File: src/shsc_pkg.sv
// Package for the standby halt/stop controller: offsets, fields,
// operand codes, vectors, state and carrier types.
// Assumes one clock domain and a 32-bit AHB-Lite register port.
package shsc_pkg;

  //////////////////////////////////////////////////////////////////////
  // Register map (byte addresses, one aligned word each)
  localparam logic [7:0]  SHSC_OFS_IEN    = 8'h00; // Source enables
  localparam logic [7:0]  SHSC_OFS_KEYCFG = 8'h04; // Key pin setup
  localparam logic [7:0]  SHSC_OFS_STATUS = 8'h08; // Read-only state
  localparam logic [31:0] SHSC_RD_ZERO    = 32'h0000_0000;

  // Enable and request bit positions (priority order)
  localparam int SHSC_SRC_TM8 = 0; // 8-bit timer
  localparam int SHSC_SRC_EXT = 1; // External pin
  localparam int SHSC_SRC_ITV = 2; // Interval timer
  localparam int SHSC_NSRC    = 3;
  localparam logic [2:0] SHSC_IEN_RST = 3'h0;

  // Key configuration fields
  localparam int SHSC_KC_BCD_LSB = 0;  // 12 input masks, B/C/D
  localparam int SHSC_KC_E_LSB   = 12; // 4 input masks, E group
  localparam int SHSC_KC_P1_LSB  = 16; // 4 input masks, second set
  localparam int SHSC_KC_MATRIX  = 20; // Key matrix operation
  localparam int SHSC_KC_SCLVL   = 21; // Set-clear level
  localparam int SHSC_KC_W       = 22;
  localparam logic [21:0] SHSC_KC_RST = 22'h00_0000;

  // Status fields
  localparam int SHSC_ST_STATE = 0;  // Two bits of state
  localparam int SHSC_ST_GIE   = 2;  // Global enable
  localparam int SHSC_ST_VEC   = 3;  // Last wake vectored
  localparam int SHSC_ST_KEY   = 4;  // Last wake by key pin

  // Pin group widths
  localparam int SHSC_PA_W   = 4;
  localparam int SHSC_PBCD_W = 12;
  localparam int SHSC_PE_W   = 4;
  localparam int SHSC_P1_W   = 4;
  localparam int SHSC_PIN_W  = 24;

  // Operand codes of the halt and stop instructions
  localparam logic [3:0] SHSC_OPD_TIMER = 4'h2;
  localparam logic [3:0] SHSC_OPD_KEY   = 4'h8;

  // Vector addresses
  localparam logic [15:0] SHSC_VEC_TM8 = 16'h0004;
  localparam logic [15:0] SHSC_VEC_EXT = 16'h0003;
  localparam logic [15:0] SHSC_VEC_ITV = 16'h0002;
  localparam logic [15:0] SHSC_VEC_NONE = 16'h0000;

  // Instruction kinds from the sequencer
  typedef enum logic [2:0] {
    SHSC_OP_NONE, SHSC_OP_HALT, SHSC_OP_STOP,
    SHSC_OP_EI, SHSC_OP_DI
  } shsc_op_t;

  // Controller state
  typedef enum logic [1:0] {
    SHSC_RUN, SHSC_HALT_TM, SHSC_HALT_KEY, SHSC_STOP
  } shsc_state_t;

  // Instruction carrier
  typedef struct packed {
    logic       valid;
    shsc_op_t   op;
    logic [3:0] operand;
  } shsc_instr_t;

  // Wake carrier
  typedef struct packed {
    logic        resume;
    logic        vector;
    logic [15:0] addr;
  } shsc_wake_t;

endpackage

File: src/shsc_sync2.sv
// Two-flop synchroniser for a bundle of pin levels.
// Assumes the pins are quasi-static levels; bits are not coherent.
`timescale 1ns/10ps
module shsc_sync2 #(
  parameter int WIDTH = 1
) (
  input  wire logic             hclk,
  input  wire logic             hresetn,
  input  wire logic [WIDTH-1:0] async_in,
  output logic      [WIDTH-1:0] sync_out
);
  // First stage, read only by the second
  logic [WIDTH-1:0] meta_ff;

  // Reset to ones: idle keys read high
  always_ff @(posedge hclk or negedge hresetn) begin
    if (!hresetn) begin
      meta_ff  <= '1;
      sync_out <= '1;
    end else begin
      meta_ff  <= async_in;
      sync_out <= meta_ff;
    end
  end
endmodule

File: src/shsc_standby_ctrl.sv
// Standby controller: halt and stop entry, guards, wake and vectoring.
// Assumes the sequencer issues one instruction pulse at a time on hclk,
// request flags come from same-clock logic, key pins are asynchronous.
//
// Function
// - Halt freezes core, clock keeps running
// - Stop gates clock off until release
// - Only halt/stop instructions enter standby
// - Halt 02H ends on timer request
// - Halt 08H ends on enabled request
// - Halt 08H ends on low key pin
// - Matrix mode: low E-group pin wakes
// - Matrix mode: second set at level wakes
// - Pin wake resumes at next instruction
// - Disabled source never ends halt 08H
// - Both enables set: branch to vector
// - Timer always ends 02H; vectors if enabled
// - Guard fails: instruction is no-op
// - Halt 02H needs timer request clear
// - Halt 08H needs enabled requests clear
// - Halt 08H needs all enabled key pins idle
// - Global enable: EI sets, DI clears
//
// Decided for this implementation: the register addresses and the AHB-Lite slave port.
`timescale 1ns/10ps
module shsc_standby_ctrl
  import shsc_pkg::*;
(
  input  wire logic                  hclk,
  input  wire logic                  hresetn,
  input  wire logic                  hsel,
  input  wire logic [31:0]           haddr,
  input  wire logic [1:0]            htrans,
  input  wire logic                  hwrite,
  input  wire logic [2:0]            hsize,
  input  wire logic [31:0]           hwdata,
  input  wire logic                  hready,
  output logic      [31:0]           hrdata,
  output logic                       hreadyout,
  output logic                       hresp,
  input  wire shsc_instr_t           instr,
  input  wire logic [SHSC_NSRC-1:0]  int_request,
  input  wire logic [SHSC_PIN_W-1:0] key_pins,
  output logic                       core_freeze,
  output logic                       system_clock_en,
  output logic                       no_operation,
  output shsc_wake_t                 wake
);

  ////////////////////////////////////////////////////////////////////
  // Pin synchronisers
  logic [SHSC_PIN_W-1:0] pins_s;   // Synchronised key levels

  shsc_sync2 #(.WIDTH(SHSC_PIN_W)) u_sync (
    .hclk     (hclk),
    .hresetn  (hresetn),
    .async_in (key_pins),
    .sync_out (pins_s)
  );

  ////////////////////////////////////////////////////////////////////
  // Register bus slave, zero wait states
  logic [2:0]          ien_ff;     // Per-source enables
  logic [SHSC_KC_W-1:0] kcfg_ff;   // Key configuration
  logic                 wr_ff;     // Write pending in data phase
  logic [7:0]           wa_ff;     // Its byte address
  logic [31:0]          rd_ff;     // Read word for data phase
  logic [31:0]          status_w;  // Live status word
  logic                 acc_w;     // Address phase accepted
  logic [31:0]          rd_w;      // Decoded read word
  logic [7:0]           a_w;       // Low address byte

  assign hreadyout = 1'b1;
  assign hresp     = 1'b0;
  assign hrdata    = rd_ff;
  assign acc_w     = hsel && hready && htrans[1];
  assign a_w       = haddr[7:0];

  // Read decode; unmapped addresses read zero
  always_comb begin
    if (a_w == SHSC_OFS_IEN) begin
      rd_w = {29'h0, ien_ff};
    end else if (a_w == SHSC_OFS_KEYCFG) begin
      rd_w = {10'h0, kcfg_ff};
    end else if (a_w == SHSC_OFS_STATUS) begin
      rd_w = status_w;
    end else begin
      rd_w = SHSC_RD_ZERO;
    end
  end

  // Address phase capture; read data ready for the data phase
  always_ff @(posedge hclk or negedge hresetn) begin
    if (!hresetn) begin
      wr_ff <= 1'b0;
      wa_ff <= 8'h00;
      rd_ff <= SHSC_RD_ZERO;
    end else begin
      wr_ff <= acc_w && hwrite;
      wa_ff <= a_w;
      rd_ff <= (acc_w && !hwrite) ? rd_w : SHSC_RD_ZERO;
    end
  end

  // Data phase write; unmapped writes are dropped
  always_ff @(posedge hclk or negedge hresetn) begin
    if (!hresetn) begin
      ien_ff  <= SHSC_IEN_RST;
      kcfg_ff <= SHSC_KC_RST;
    end else if (wr_ff) begin
      if (wa_ff == SHSC_OFS_IEN) begin
        ien_ff <= hwdata[SHSC_NSRC-1:0];
      end else if (wa_ff == SHSC_OFS_KEYCFG) begin
        kcfg_ff <= hwdata[SHSC_KC_W-1:0];
      end
    end
  end

  ////////////////////////////////////////////////////////////////////
  // Key pin wake terms
  logic [SHSC_PA_W-1:0]   pa_s;    // Always-input group
  logic [SHSC_PBCD_W-1:0] pbcd_s;  // Groups B, C, D
  logic [SHSC_PE_W-1:0]   pe_s;    // Scan group E
  logic [SHSC_P1_W-1:0]   p1_s;    // Second port set
  logic                   matrix_w; // Key matrix operation
  logic [SHSC_P1_W-1:0]   scl_w;   // Set-clear level, spread
  logic pa_low, pbcd_low, pe_low, p1_hit, key_wake;

  assign {p1_s, pe_s, pbcd_s, pa_s} = pins_s;
  assign matrix_w = kcfg_ff[SHSC_KC_MATRIX];
  assign scl_w    = {SHSC_P1_W{kcfg_ff[SHSC_KC_SCLVL]}};

  assign pa_low   = |(~pa_s);
  assign pbcd_low =
    |(~pbcd_s & kcfg_ff[SHSC_KC_BCD_LSB +: SHSC_PBCD_W]);
  assign pe_low   = matrix_w &&
    |(~pe_s & kcfg_ff[SHSC_KC_E_LSB +: SHSC_PE_W]);
  assign p1_hit   = matrix_w &&
    |(~(p1_s ^ scl_w) & kcfg_ff[SHSC_KC_P1_LSB +: SHSC_P1_W]);
  assign key_wake = pa_low || pbcd_low || pe_low || p1_hit;

  ////////////////////////////////////////////////////////////////////
  // Request terms and vector choice
  logic                 gie_ff;   // Global interrupt enable
  logic [SHSC_NSRC-1:0] en_req;   // Requests of enabled sources
  logic                 tm_req;   // Timer request alone

  assign en_req = int_request & ien_ff;
  assign tm_req = int_request[SHSC_SRC_TM8];

  // Highest-priority vector among requests; timer first
  function automatic logic [15:0] pick_vec(
    input logic [SHSC_NSRC-1:0] req
  );
    logic [15:0] v;
    v = SHSC_VEC_NONE;
    if (req[SHSC_SRC_TM8]) begin
      v = SHSC_VEC_TM8;
    end else if (req[SHSC_SRC_EXT]) begin
      v = SHSC_VEC_EXT;
    end else if (req[SHSC_SRC_ITV]) begin
      v = SHSC_VEC_ITV;
    end
    return v;
  endfunction

  ////////////////////////////////////////////////////////////////////
  // Instruction decode and execution guards
  logic halt_cmd, stop_cmd, ok_tm, ok_key, go_tm, go_key, go_stop;

  assign halt_cmd = instr.valid && instr.op == SHSC_OP_HALT;
  assign stop_cmd = instr.valid && instr.op == SHSC_OP_STOP;
  assign ok_tm  = !tm_req;
  assign ok_key = !(|en_req) && !key_wake;
  // Other operands are prohibited and never enter standby
  assign go_tm   = halt_cmd && instr.operand == SHSC_OPD_TIMER && ok_tm;
  assign go_key  = halt_cmd && instr.operand == SHSC_OPD_KEY && ok_key;
  assign go_stop = stop_cmd && instr.operand == SHSC_OPD_KEY && ok_key;

  ////////////////////////////////////////////////////////////////////
  // State machine
  shsc_state_t state_ff, nxt_state;
  logic        nxt_resume, nxt_vector, nxt_nop;
  logic [15:0] nxt_addr;
  logic        rel_key;   // Wake condition for key operand

  assign rel_key = key_wake || (|en_req);

  always_comb begin
    nxt_state  = state_ff;
    nxt_resume = 1'b0;
    nxt_vector = 1'b0;
    nxt_nop    = 1'b0;
    nxt_addr   = SHSC_VEC_NONE;
    case (state_ff)
      SHSC_RUN: begin
        if (go_tm) begin
          nxt_state = SHSC_HALT_TM;
        end else if (go_key) begin
          nxt_state = SHSC_HALT_KEY;
        end else if (go_stop) begin
          nxt_state = SHSC_STOP;
        end else if (halt_cmd || stop_cmd) begin
          nxt_nop = 1'b1;
        end
      end
      SHSC_HALT_TM: begin
        if (tm_req) begin
          nxt_state = SHSC_RUN;
          if (gie_ff && ien_ff[SHSC_SRC_TM8]) begin
            nxt_vector = 1'b1;
            nxt_addr   = SHSC_VEC_TM8;
          end else begin
            nxt_resume = 1'b1;
          end
        end
      end
      default: begin
        if (rel_key) begin
          nxt_state = SHSC_RUN;
          if (gie_ff && |en_req) begin
            nxt_vector = 1'b1;
            nxt_addr   = pick_vec(en_req);
          end else begin
            nxt_resume = 1'b1;
          end
        end
      end
    endcase
  end

  // State and registered outputs
  logic last_vec_ff, last_key_ff;  // Cause of the last wake
  always_ff @(posedge hclk or negedge hresetn) begin
    if (!hresetn) begin
      state_ff     <= SHSC_RUN;
      wake         <= '0;
      no_operation <= 1'b0;
    end else begin
      state_ff     <= nxt_state;
      wake.resume  <= nxt_resume;
      wake.vector  <= nxt_vector;
      wake.addr    <= nxt_addr;
      no_operation <= nxt_nop;
    end
  end

  // freeze core, gate clock in stop
  always_ff @(posedge hclk or negedge hresetn) begin
    if (!hresetn) begin
      core_freeze     <= 1'b0;
      system_clock_en <= 1'b1;
    end else begin
      core_freeze     <= nxt_state != SHSC_RUN;
      system_clock_en <= nxt_state != SHSC_STOP;
    end
  end

  // Wake cause record for software
  always_ff @(posedge hclk or negedge hresetn) begin
    if (!hresetn) begin
      last_vec_ff <= 1'b0;
      last_key_ff <= 1'b0;
    end else if (nxt_resume || nxt_vector) begin
      last_vec_ff <= nxt_vector;
      last_key_ff <= key_wake && state_ff != SHSC_HALT_TM;
    end
  end

  // EI sets, DI and vectoring clear
  always_ff @(posedge hclk or negedge hresetn) begin
    if (!hresetn) begin
      gie_ff <= 1'b0;
    end else if (nxt_vector) begin
      gie_ff <= 1'b0;
    end else if (instr.valid && instr.op == SHSC_OP_EI) begin
      gie_ff <= 1'b1;
    end else if (instr.valid && instr.op == SHSC_OP_DI) begin
      gie_ff <= 1'b0;
    end
  end

  assign status_w = {27'h0, last_key_ff, last_vec_ff, gie_ff,
                     state_ff};
endmodule

File: config.mk
export PLATFORM = sky130hd
export DESIGN_NAME = shsc_standby_ctrl
export DESIGN_NICKNAME = d
export VERILOG_FILES = /design/src/shsc_pkg.sv /design/src/shsc_sync2.sv /design/src/shsc_standby_ctrl.sv
export SDC_FILE = /design/constraint.sdc
export NUM_CORES = 1
export LEC_CHECK = 0
export BUFFER_PORTS_ARGS = -buffer_cell sky130_fd_sc_hd__buf_2
export CAP_MARGIN = 20
export CORE_MARGIN = 4
export CORE_UTILIZATION = 48
export DETAILED_ROUTE_END_ITERATION = 12
export GPL_ROUTABILITY_DRIVEN = 1
export PLACE_DENSITY = 0.78
export SYNTH_ARGS = -nofsm -noshare
export SYNTH_HDL_FRONTEND = slang
export SYNTH_SLANG_ARGS = --single-unit
File: constraint.sdc
create_clock -name hclk -period 1.9 [get_ports hclk]
set_input_delay 0.285 -clock hclk [delete_from_list [all_inputs] [get_ports hclk]]
set_output_delay 0.285 -clock hclk [all_outputs]
set_load 0.1 [all_outputs]
# Word level (Yosys, flattened, before mapping)
# Cells that the tools add are included.
dict set report totals {
  regBits 140
  inputBits 109
  output_inout_bits 55
  word_cells 117
}
dict set report classes {
  n_eq_ne 12
  muxes 36
  bitwise 10
  n_reduce_logical 42
}
# cell n
set op_table {}
lappend op_table {{2-to-1 mux 32 bit} 3}
lappend op_table {{logical AND 1 bit} 20}
lappend op_table {{equality test 8 x 3 -> 1 bit (second input constant)} 2}
lappend op_table {{zero test 8 bit} 2}
lappend op_table {{2-to-1 mux 1 bit} 16}
lappend op_table {{2-to-1 mux 3 bit} 5}
lappend op_table {{2-to-1 mux 2 bit} 7}
lappend op_table {{bitwise AND 12 bit} 1}
lappend op_table {{NOT 12 bit} 1}
lappend op_table {{NOT 4 bit} 3}
lappend op_table {{OR reduction 12 bit} 1}
lappend op_table {{OR reduction 4 bit} 3}
lappend op_table {{bitwise AND 4 bit} 2}
lappend op_table {{equality test 8 x 4 -> 1 bit (second input constant)} 1}
lappend op_table {{equality test 3 x 2 -> 1 bit (second input constant)} 2}
lappend op_table {{logical OR 1 bit} 6}
lappend op_table {{case mux 3 bit (2 select lines)} 1}
lappend op_table {{2-to-1 mux 5 bit} 1}
lappend op_table {{equality test 4 x 2 -> 1 bit (second input constant)} 1}
lappend op_table {{equality test 4 bit (second input constant)} 1}
lappend op_table {{zero test 1 bit} 4}
lappend op_table {{case mux 1 bit (2 select lines)} 2}
lappend op_table {{case mux 2 bit (2 select lines)} 1}
lappend op_table {{bitwise XOR 4 bit} 1}
lappend op_table {{13 further kinds} 13}

# Logic depth before layout (Yosys ltp)
# Gate-level depths: netlist of the first run.
dict set report logic_depth {
  word_depth 14
  mapped_depth 7
  ltp_nobuf 5
}

# Hierarchy
# A second synthesis of the first run with hierarchy kept.
dict set report unflattened {
  hier_cells 312
  hier_area_um2 4324.1
}
# mod n_inst cells_per_inst area_each_um2 seq_area_each_um2
set modules_own_cells {}
lappend modules_own_cells {shsc_standby_ctrl 1 264 3062.9 1727.9}
lappend modules_own_cells {shsc_sync2 1 48 1261.2 1261.2}

# Least setup slack after synthesis of the first run
# No wires, ideal clock.
dict set report synth_path {
  path_kind {reg2reg}
  from {register u_sync.sync_out[13]}
  to {register no_operation}
  setup_ns 0.119
  t_arrival_ns 1.534
  required_time_ns 1.781
  slack_ns 0.248
  stages_incl_launch_ff 6
  n_path_buf 0
  period_less_slack_ns 1.652
  path_cell_list {dfstp_2 nand2b_1 o2111ai_1 nor4_1 nand3_1 o21a_1}
}
dict set report synth_between {
  elab_chain_cells 13
  elab_cells_between_ends 14
  cone_classes {mux (4); bitwise (2); reduce/logical (8)}
}
# item line_no
set synth_rtl {}
lappend synth_rtl {{start: declaration} shsc_sync2.sv:10} ;# output logic [WIDTH-1:0] sync_out
lappend synth_rtl {{start signal: assignment} shsc_sync2.sv:22} ;# sync_out <= meta_ff;
lappend synth_rtl {{NOT 12 bit (*)} shsc_standby_ctrl.sv:135} ;# |(~pbcd_s & kcfg_ff[SHSC_KC_BCD_LSB +: SHSC_PBCD_W]);
lappend synth_rtl {{bitwise AND 12 bit (*)} shsc_standby_ctrl.sv:135}
lappend synth_rtl {{OR reduction 12 bit (*)} shsc_standby_ctrl.sv:135}
lappend synth_rtl {{logical OR 1 bit (*) (3 in a row)} shsc_standby_ctrl.sv:140} ;# assign key_wake = pa_low || pbcd_low || pe_low || p1_hit;
lappend synth_rtl {{zero test 1 bit (*)} shsc_standby_ctrl.sv:174} ;# assign ok_key = !(|en_req) && !key_wake;
lappend synth_rtl {{logical AND 1 bit (*)} shsc_standby_ctrl.sv:174}
lappend synth_rtl {{logical AND 1 bit} shsc_standby_ctrl.sv:178} ;# assign go_stop = stop_cmd && instr.operand == SHSC_OPD_KEY && ok_key;
lappend synth_rtl {{2-to-1 mux 1 bit} shsc_standby_ctrl.sv:201} ;# end else if (go_stop) begin
lappend synth_rtl {{2-to-1 mux 1 bit (*)} shsc_standby_ctrl.sv:199} ;# end else if (go_key) begin
lappend synth_rtl {{2-to-1 mux 1 bit (*)} shsc_standby_ctrl.sv:197} ;# if (go_tm) begin
lappend synth_rtl {{2-to-1 mux 1 bit (*)} shsc_standby_ctrl.sv:195} ;# case (state_ff)
lappend synth_rtl {{via nxt_nop} shsc_standby_ctrl.sv:183} ;# logic nxt_resume, nxt_vector, nxt_nop;
lappend synth_rtl {{end signal: assignment} shsc_standby_ctrl.sv:244} ;# no_operation <= nxt_nop;
lappend synth_rtl {{end: declaration} shsc_standby_ctrl.sv:46} ;# output logic no_operation,
# Mark *: on every way through the listed nets, which the timed path passes. The rest lies on a longest branch.
# A chain may end at the register's enable or synchronous reset.

# Worst setup path in the final report of the first run
dict set report layout_path {
  from {input port haddr[7]}
  to {register rd_ff[2], in the netlist hrdata[2]}
}
dict set report layout_between {
  elab_chain_cells 5
  elab_cells_between_ends 7
  cone_classes {eq/ne (2); mux (4); reduce/logical (1)}
}
# item line_no
set layout_rtl {}
lappend layout_rtl {{start: declaration} shsc_standby_ctrl.sv:32} ;# input wire logic [31:0] haddr,
lappend layout_rtl {{equality test 8 x 4 -> 1 bit} shsc_standby_ctrl.sv:85} ;# end else if (a_w == SHSC_OFS_STATUS) begin
lappend layout_rtl {{2-to-1 mux 5 bit} shsc_standby_ctrl.sv:85}
lappend layout_rtl {{2-to-1 mux 32 bit} shsc_standby_ctrl.sv:83} ;# end else if (a_w == SHSC_OFS_KEYCFG) begin
lappend layout_rtl {{2-to-1 mux 32 bit (*)} shsc_standby_ctrl.sv:81} ;# if (a_w == SHSC_OFS_IEN) begin
lappend layout_rtl {{2-to-1 mux 32 bit (*)} shsc_standby_ctrl.sv:101} ;# rd_ff <= (acc_w && !hwrite) ? rd_w : SHSC_RD_ZERO;
lappend layout_rtl {{end signal: assignment} shsc_standby_ctrl.sv:101}
lappend layout_rtl {{end: declaration} shsc_standby_ctrl.sv:67} ;# logic [31:0] rd_ff;
# Every way passes the cells marked *; elsewhere a longest branch is shown, timed or not.

==> results of run 1 <==
-- worst max-delay path, delay by kind of cell --
family                 cells  cell delay (ns)
AND/OR/NAND/NOR            4             1.08
buffers and inverters      3             0.83
-- cells in the mapped netlist (all sizes together) (4+ instances only) --
cell type | number | area (um2)
dfrtp | 68 | 1702
dfstp | 49 | 1287
buf | 30 | 225.2
mux2 | 25 | 281.5
and2 | 17 | 106.4
nand2 | 16 | 60.06
nor2 | 14 | 52.55
nor2b | 12 | 82.58
nand2b | 11 | 68.82
inv | 7 | 26.28
o21ai | 7 | 35.03
a21oi | 5 | 25.02
nand3 | 5 | 25.02
nor4 | 4 | 25.02
xnor2 | 4 | 35.03
-- registers in the layout, summed over array words and instances (netlist names), 2 cells and up --
register / cells
hrdata: 22
ien_ff: 3
kcfg_ff: 22
state_ff: 2
u_sync.meta_ff: 24
u_sync.sync_out: 24
wa_ff: 8
wake: 5
-- metal layers --
layer  vias up  GRT usage
li1       1333          -
met1      1361     0.2160
met2       106     0.3039
met3         9    0.05210
met4         0    0.06873
met5         -          0
-- cells by family after synthesis --
family | after synthesis
AO/OA/AOI/OAI | 26
XOR/XNOR | 5
buffers and inverters | 38
flip-flops | 117
multiplexers | 26
other | 2
AND/OR/NAND/NOR | 95
-- path summary, 6_finish.rpt --
| check | cells past startpoint | start | end | slack [ns] |
|---|---|---|---|---|
| worst max-delay path | 7 | haddr[7] | hrdata[2] | 0.12 |
| worst min-delay path | 2 | hwdata[8] | kcfg_ff[8] | 0.02 |
| worst max register to register | 6 | u_sync.sync_out[13] | no_operation | 0.15 |
| worst min register to register | 0 | u_sync.meta_ff[5] | u_sync.sync_out[5] | 0.35 |
| max in group asynchronous | 3 | hresetn | u_sync.sync_out[9] | 0.87 |
| min in group asynchronous | 2 | hresetn | kcfg_ff[7] | 0.34 |
-- stage by stage --
step	cell area, um2	hold slack, ns
2_1_floorplan	4407	-0.01059
3_3_place_gp	4888	0.3125
3_5_place_dp	4888	0.3199
4_1_cts	5991	0.001127
5_1_grt	5996	0.007197
6_report	5996	0.02111
-- layout make-up --
| type | instances | area, um2 | area share |
|---|---|---|---|
| sequential | 117 | 2989 | 0.4985 |
| multi-input combinational | 177 | 1167 | 0.1947 |
| timing repair buffer | 158 | 1076 | 0.1795 |
| clock buffer | 26 | 539.3 | 0.08994 |
| tap | 108 | 135.1 | 0.02254 |
| clock inverter | 6 | 62.56 | 0.01043 |
| inverter | 7 | 26.28 | 0.004382 |
-- cell usage in the layout (no fill, tap or decap), types with 2 or more instances in the layout --
cell,Yosys,final
clkbuf_16,0,17
o21ai_1,3,3
nand2_1,16,16
buf_4,25,8
nand4_1,3,3
dlygate4sd3_1,0,50
xnor2_1,4,4
buf_2,3,99
o21ai_0,4,4
a22oi_1,3,3
a21oi_1,5,5
and2_1,17,17
o2111ai_1,2,2
mux2_1,25,25
dfstp_2,49,49
conb_1,2,25
clkbuf_8,0,8
inv_1,7,7
clkinvlp_4,0,3
nor2_1,14,14
clkinv_2,0,2
nor4b_2,2,2
nor2b_1,11,11
nand2b_1,11,11
dfrtp_1,68,68
nor4_1,4,4
nand3_1,5,5
nor3_1,2,2
-- repair_timing --
item	CTS	global route
endpoints found under the setup margin	0	17
hold buffers	50	0
setup buffers	0	0
endpoints found under the hold margin	68	0
resized for setup	0	1
-- power by group through the flow --
stage / Clock, W / Sequential [W] / Combinational, W
finish: 0.00310 / 0.00267 / 0.000538
global route: 0.00326 / 0.00268 / 0.000580
CTS: 0.00315 / 0.00267 / 0.000539
detailed placement: 0 / 0.00271 / 0.000456
global placement: 0 / 0.00270 / 0.000448
floorplan: 0 / 0.00270 / 0.000333
==> flow_summary.json, run 1 <==
{
  "first_pass_iters": 4,
  "crit_chain": "dlygate4sd3_1 -> buf_2 -> nor4_1 -> nand2_1 -> or3_4 -> buf_4 -> nor4b_2",
  "tightest_slew_ns": 0.5617,
  "drtIter0Drc": 100,
  "place_inst": 517,
  "required_ns": 2.30,
  "start_util": 0.4954,
  "finalSetupViolations": 0,
  "final_hold_viol_count": 0,
  "p_sw_frac": 0.2296,
  "finalCritPeriodShare": 0.9387,
  "final_nets": 587,
  "async_flop_share": 1.000,
  "dp_hpwl_um": 5941,
  "numCtsBuffers": 17,
  "startpoint_type": "primary input",
  "die_y_um": 102.9,
  "synth_area_um2": 4320,
  "syn_inst": 309,
  "cp_slowest_cell": "dlygate4sd3_1",
  "dieArea_um2": 10580,
  "synth-compound-area-share": 0.04170,
  "grt_pass1_wl_um": 14140,
  "drive_gt1_frac": 0.3931,
  "synth_edf_count": 0,
  "synth_seq_area_share": 0.6919,
  "utilization": 0.6875,
  "synthAdderAreaFrac": 0,
  "synth_mux_area_frac": 0.06748,
  "rsz0062_at_grt": "no",
  "dp_worst_setup_slack_ns": 0.007256,
  "grt-ovfl-total": 0,
  "h-tree-depth": 4,
  "cellPowerDensity_nw_per_um2": 1051,
  "drcViolationCount": 0,
  "root_buffer": "clkbuf_8",
  "maxSlewViolCount": 0,
  "setup_slack_ns": 0.1164,
  "wire_per_inst_um": 15.08,
  "fmax_mhz": 560.7,
  "row_count": 34,
  "diodes": 0,
  "clk_pin_slew_worst_paths_ns": 0.05,
  "grtUsageTotal": 0.1788,
  "final.fill_count": 583,
  "cellInternalPower_w": 0.004854,
  "power_switching_w": 0.001446,
  "cts_tree": "built",
  "clock_latency_ns": 0.50,
  "grt_max_degree": 45,
  "synthSimpleGateAreaFrac": 0.1280,
  "ys_ff_latch": 117,
  "status": "finished clean",
  "ys_types": 45,
  "p_leak_nw": 2.847,
  "dieWidth_um": 102.9,
  "pin_count": 164,
  "routed_wirelength_um": 9035,
  "core_um2": 8721,
  "cap_violations": 0,
  "routed-wl-met3_um": 525,
  "wl_met2_um": 4897,
  "cpPeakStageDelay_ns": 0.53,
  "crit_type": "primary input to register",
  "path_max_fanout": 4,
  "p_clk_frac": 0.491,
  "cp.arrival_ns": 2.18,
  "num_vias": 2809,
  "antenna_found_initial": 0,
  "clkSinkCount": 117,
  "min_period_ns": 1.784,
  "clockBufferDepth": 2,
  "drt-vias-per-instance": 4.689,
  "slew_headroom": 0.6255,
  "place.gp.congestion": 0.8856,
  "synth-xor-area-share": 0.01014,
  "numPortBuffers": 100,
  "skew_ns": 0.01135,
  "ir_drop_v": 0.0007716,
  "syn_avg_cell_area_um2": 13.98,
  "ant_nets": 0,
  "wl_met1_um": 3543,
  "synth_top_family_by_area": "simple AND/OR/NAND/NOR gates",
  "topRoutingLayerUsed": "met4",
  "endpoint_kind": "register",
  "grt_pass1_vias": 2959,
  "yosysWarnings": 0,
  "layout.cells.non_filler": 599,
  "pwr-share-seq": 0.423,
  "synth_top_flop_cell": "dfrtp_1",
  "syn_to_final_growth_pct": 38.78,
  "tns_ns": 0,
  "holdCritPathClass": "primary input to register",
  "pwr-share-comb": 0.085,
  "power.total_w": 0.006301
}
No activity file was read; power rests on OpenSTA's default activity.
==> run 2, diff against run 1 <==
Settings changed: CORE_UTILIZATION 48 to 50, CTS_BUF_LIST set to sky130_fd_sc_hd__clkbuf_8, PLACE_DENSITY 0.78 to 0.81, SETUP_SLACK_MARGIN set to 0.5.
==> run 2 against run 1 <==
Effect of this change:
- first-iteration DRC count shrank 48%
- clock skew rose by 0.0050 ns
- clock-buffer cell count fell by 8
- fmax grew 8.3%
- sequential share of layout area grew 0.89 points
- power decreased by 12%
- critical endpoint is now no_operation
- largest power group is now sequential cells
- highest routed layer unchanged
==> flow_summary.json, run 2 (same netlist as run 1, synthesis figures left out) <==
{
  "layout.cells.non_filler": 575,
  "holdCritPathClass": "primary input to register",
  "grt_max_degree": 57,
  "dieArea_um2": 10190,
  "clkSinkCount": 117,
  "core_um2": 8299,
  "finalCritPeriodShare": 0.8672,
  "utilization": 0.7098,
  "cellPowerDensity_nw_per_um2": 945.2,
  "finalSetupViolations": 0,
  "diodes": 0,
  "num_vias": 2763,
  "drive_gt1_frac": 0.4723,
  "maxSlewViolCount": 0,
  "layout_commonest_cell": "buf_2",
  "pwr-share-comb": 0.095,
  "slew_headroom": 0.6641,
  "die_y_um": 101.0,
  "dieWidth_um": 101.0,
  "whs_path_depth": 1,
  "grtUsageTotal": 0.1791,
  "ir_drop_v": 0.0006117,
  "worstHoldStart": "haddr[7]",
  "drt-vias-per-instance": 4.805,
  "tightest_slew_ns": 0.5039,
  "post_dp_cell_area_um2": 4956,
  "h-tree-depth": 4,
  "cellInternalPower_w": 0.004138,
  "antenna_found_initial": 0,
  "place.gp.congestion": 0.8188,
  "dp_hpwl_um": 5781,
  "routed_wirelength_um": 8722,
  "postLayoutCellArea_um2": 5891,
  "reg2regPathDepth": 6,
  "rrSetupSlack_ns": 0.25,
  "ant_nets": 0,
  "place_inst": 512,
  "cp.arrival_ns": 1.95,
  "clock_latency_ns": 0.42,
  "numPortBuffers": 100,
  "final.fill_count": 559,
  "drcViolationCount": 0,
  "pin_count": 164,
  "cap_violations": 0,
  "min_delay_worst_endpoint": "wa_ff[7]",
  "skew_ns": 0.01631,
  "hold_ws_ns": 0.02689,
  "min_period_ns": 1.648,
  "cts_tree": "built",
  "required_ns": 2.20,
  "numCtsBuffers": 17,
  "path_max_fanout": 4,
  "p_leak_nw": 2.784,
  "top_regs": "u_sync.meta_ff: 24 flops, u_sync.sync_out: 24 flops",
  "row_count": 33,
  "final_nets": 566,
  "clk_pin_slew_worst_paths_ns": 0.07,
  "grt_pass1_wl_um": 13860,
  "grt_pass1_vias": 2899,
  "start_util": 0.5206,
  "tns_ns": 0,
  "p_clk_frac": 0.425,
  "rsz0062_at_grt": "yes",
  "fmax_mhz": 606.9,
  "multiInputGateArea_um2": 1340,
  "root_buffer": "clkbuf_8",
  "seq_area_um2": 2989,
  "final_cell_mix": "buf_2 (69), dfrtp_1 (68), dfstp_2 (49)",
  "p_sw_frac": 0.2568,
  "syn_to_final_growth_pct": 36.35,
  "crit_type": "register to register",
  "clockBufferDepth": 2,
  "grt-ovfl-total": 0,
  "power_switching_w": 0.001430,
  "final_hold_viol_count": 0,
  "wire_per_inst_um": 15.17,
  "status": "finished clean",
  "first_pass_iters": 4,
  "startpoint_type": "register",
  "rr_endpoint": "no_operation",
  "pwr-share-seq": 0.480,
  "timing.rr.start": "u_sync.sync_out[4]",
  "drtIter0Drc": 52,
  "endpoint_kind": "register"
}
## run 2: per-stage QoR
stage | setup WS (ns) | power [W]
2_1_floorplan | 0.3707 | 0.003049
3_3_place_gp | 0.1298 | 0.003165
3_5_place_dp | 0.08780 | 0.003180
4_1_cts | 0.2101 | 0.005604
5_1_grt | 0.1954 | 0.005785
6_report | 0.2524 | 0.005568
## run 2: layout make-up
| class | count | share of cell area |
|---|---|---|
| Tap cell | 105 | 0.02230 |
| Multi-Input combinational cell | 177 | 0.2275 |
| Inverter | 7 | 0.004460 |
| Timing Repair Buffer | 137 | 0.1665 |
| Clock buffer | 18 | 0.04206 |
| Clock inverter | 14 | 0.02974 |
| Sequential cell | 117 | 0.5074 |
## run 2: critical path: stages, from the launching register on
cell and delay (ns):
dfstp_2 0.51, nand2b_1 0.09, nand4_1 0.12, nor4_2 0.32, buf_4 0.20, nand3_4 0.10, o21a_1 0.20
## run 2: metal layers
| layer | vias to the layer above | wire [um] | global-route usage |
|---|---|---|---|
| met5 | - | 0 | 0 |
| met3 | 8 | 657 | 0.05952 |
| met1 | 1356 | 3310 | 0.2056 |
| met4 | 0 | 71 | 0.05521 |
| li1 | 1292 | - | - |
| met2 | 107 | 4683 | 0.3165 |
## run 2: power by group through the flow
stage / Clock (W) / Sequential (W) / Combinational [W]
after floorplan: 0 / 0.00270 / 0.000347
after global placement: 0 / 0.00270 / 0.000461
after detailed placement: 0 / 0.00271 / 0.000471
after CTS: 0.00241 / 0.00267 / 0.000527
after global routing: 0.00254 / 0.00268 / 0.000566
final: 0.00237 / 0.00267 / 0.000529
## run 2: worst max path at each step
stage / end / cells past startpoint / slack, ns / startpoint
after global placement: hrdata[10] / 6 / 0.13 / haddr[5]
final: no_operation / 6 / 0.25 / u_sync.sync_out[4]
after CTS: last_key_ff / 6 / 0.21 / u_sync.sync_out[12]
after floorplan: no_operation / 5 / 0.37 / u_sync.sync_out[14]
after global routing: no_operation / 6 / 0.20 / u_sync.sync_out[4]
after detailed placement: hrdata[14] / 6 / 0.09 / haddr[5]
## run 2: repair_timing
action                                  CTS  global route
hold buffers                             30             0
buffers inserted                          0             1
gates resized for setup                  44             9
pin swaps                                 4             7
endpoints found under the hold margin    48             0
endpoints found under the setup margin   63            52
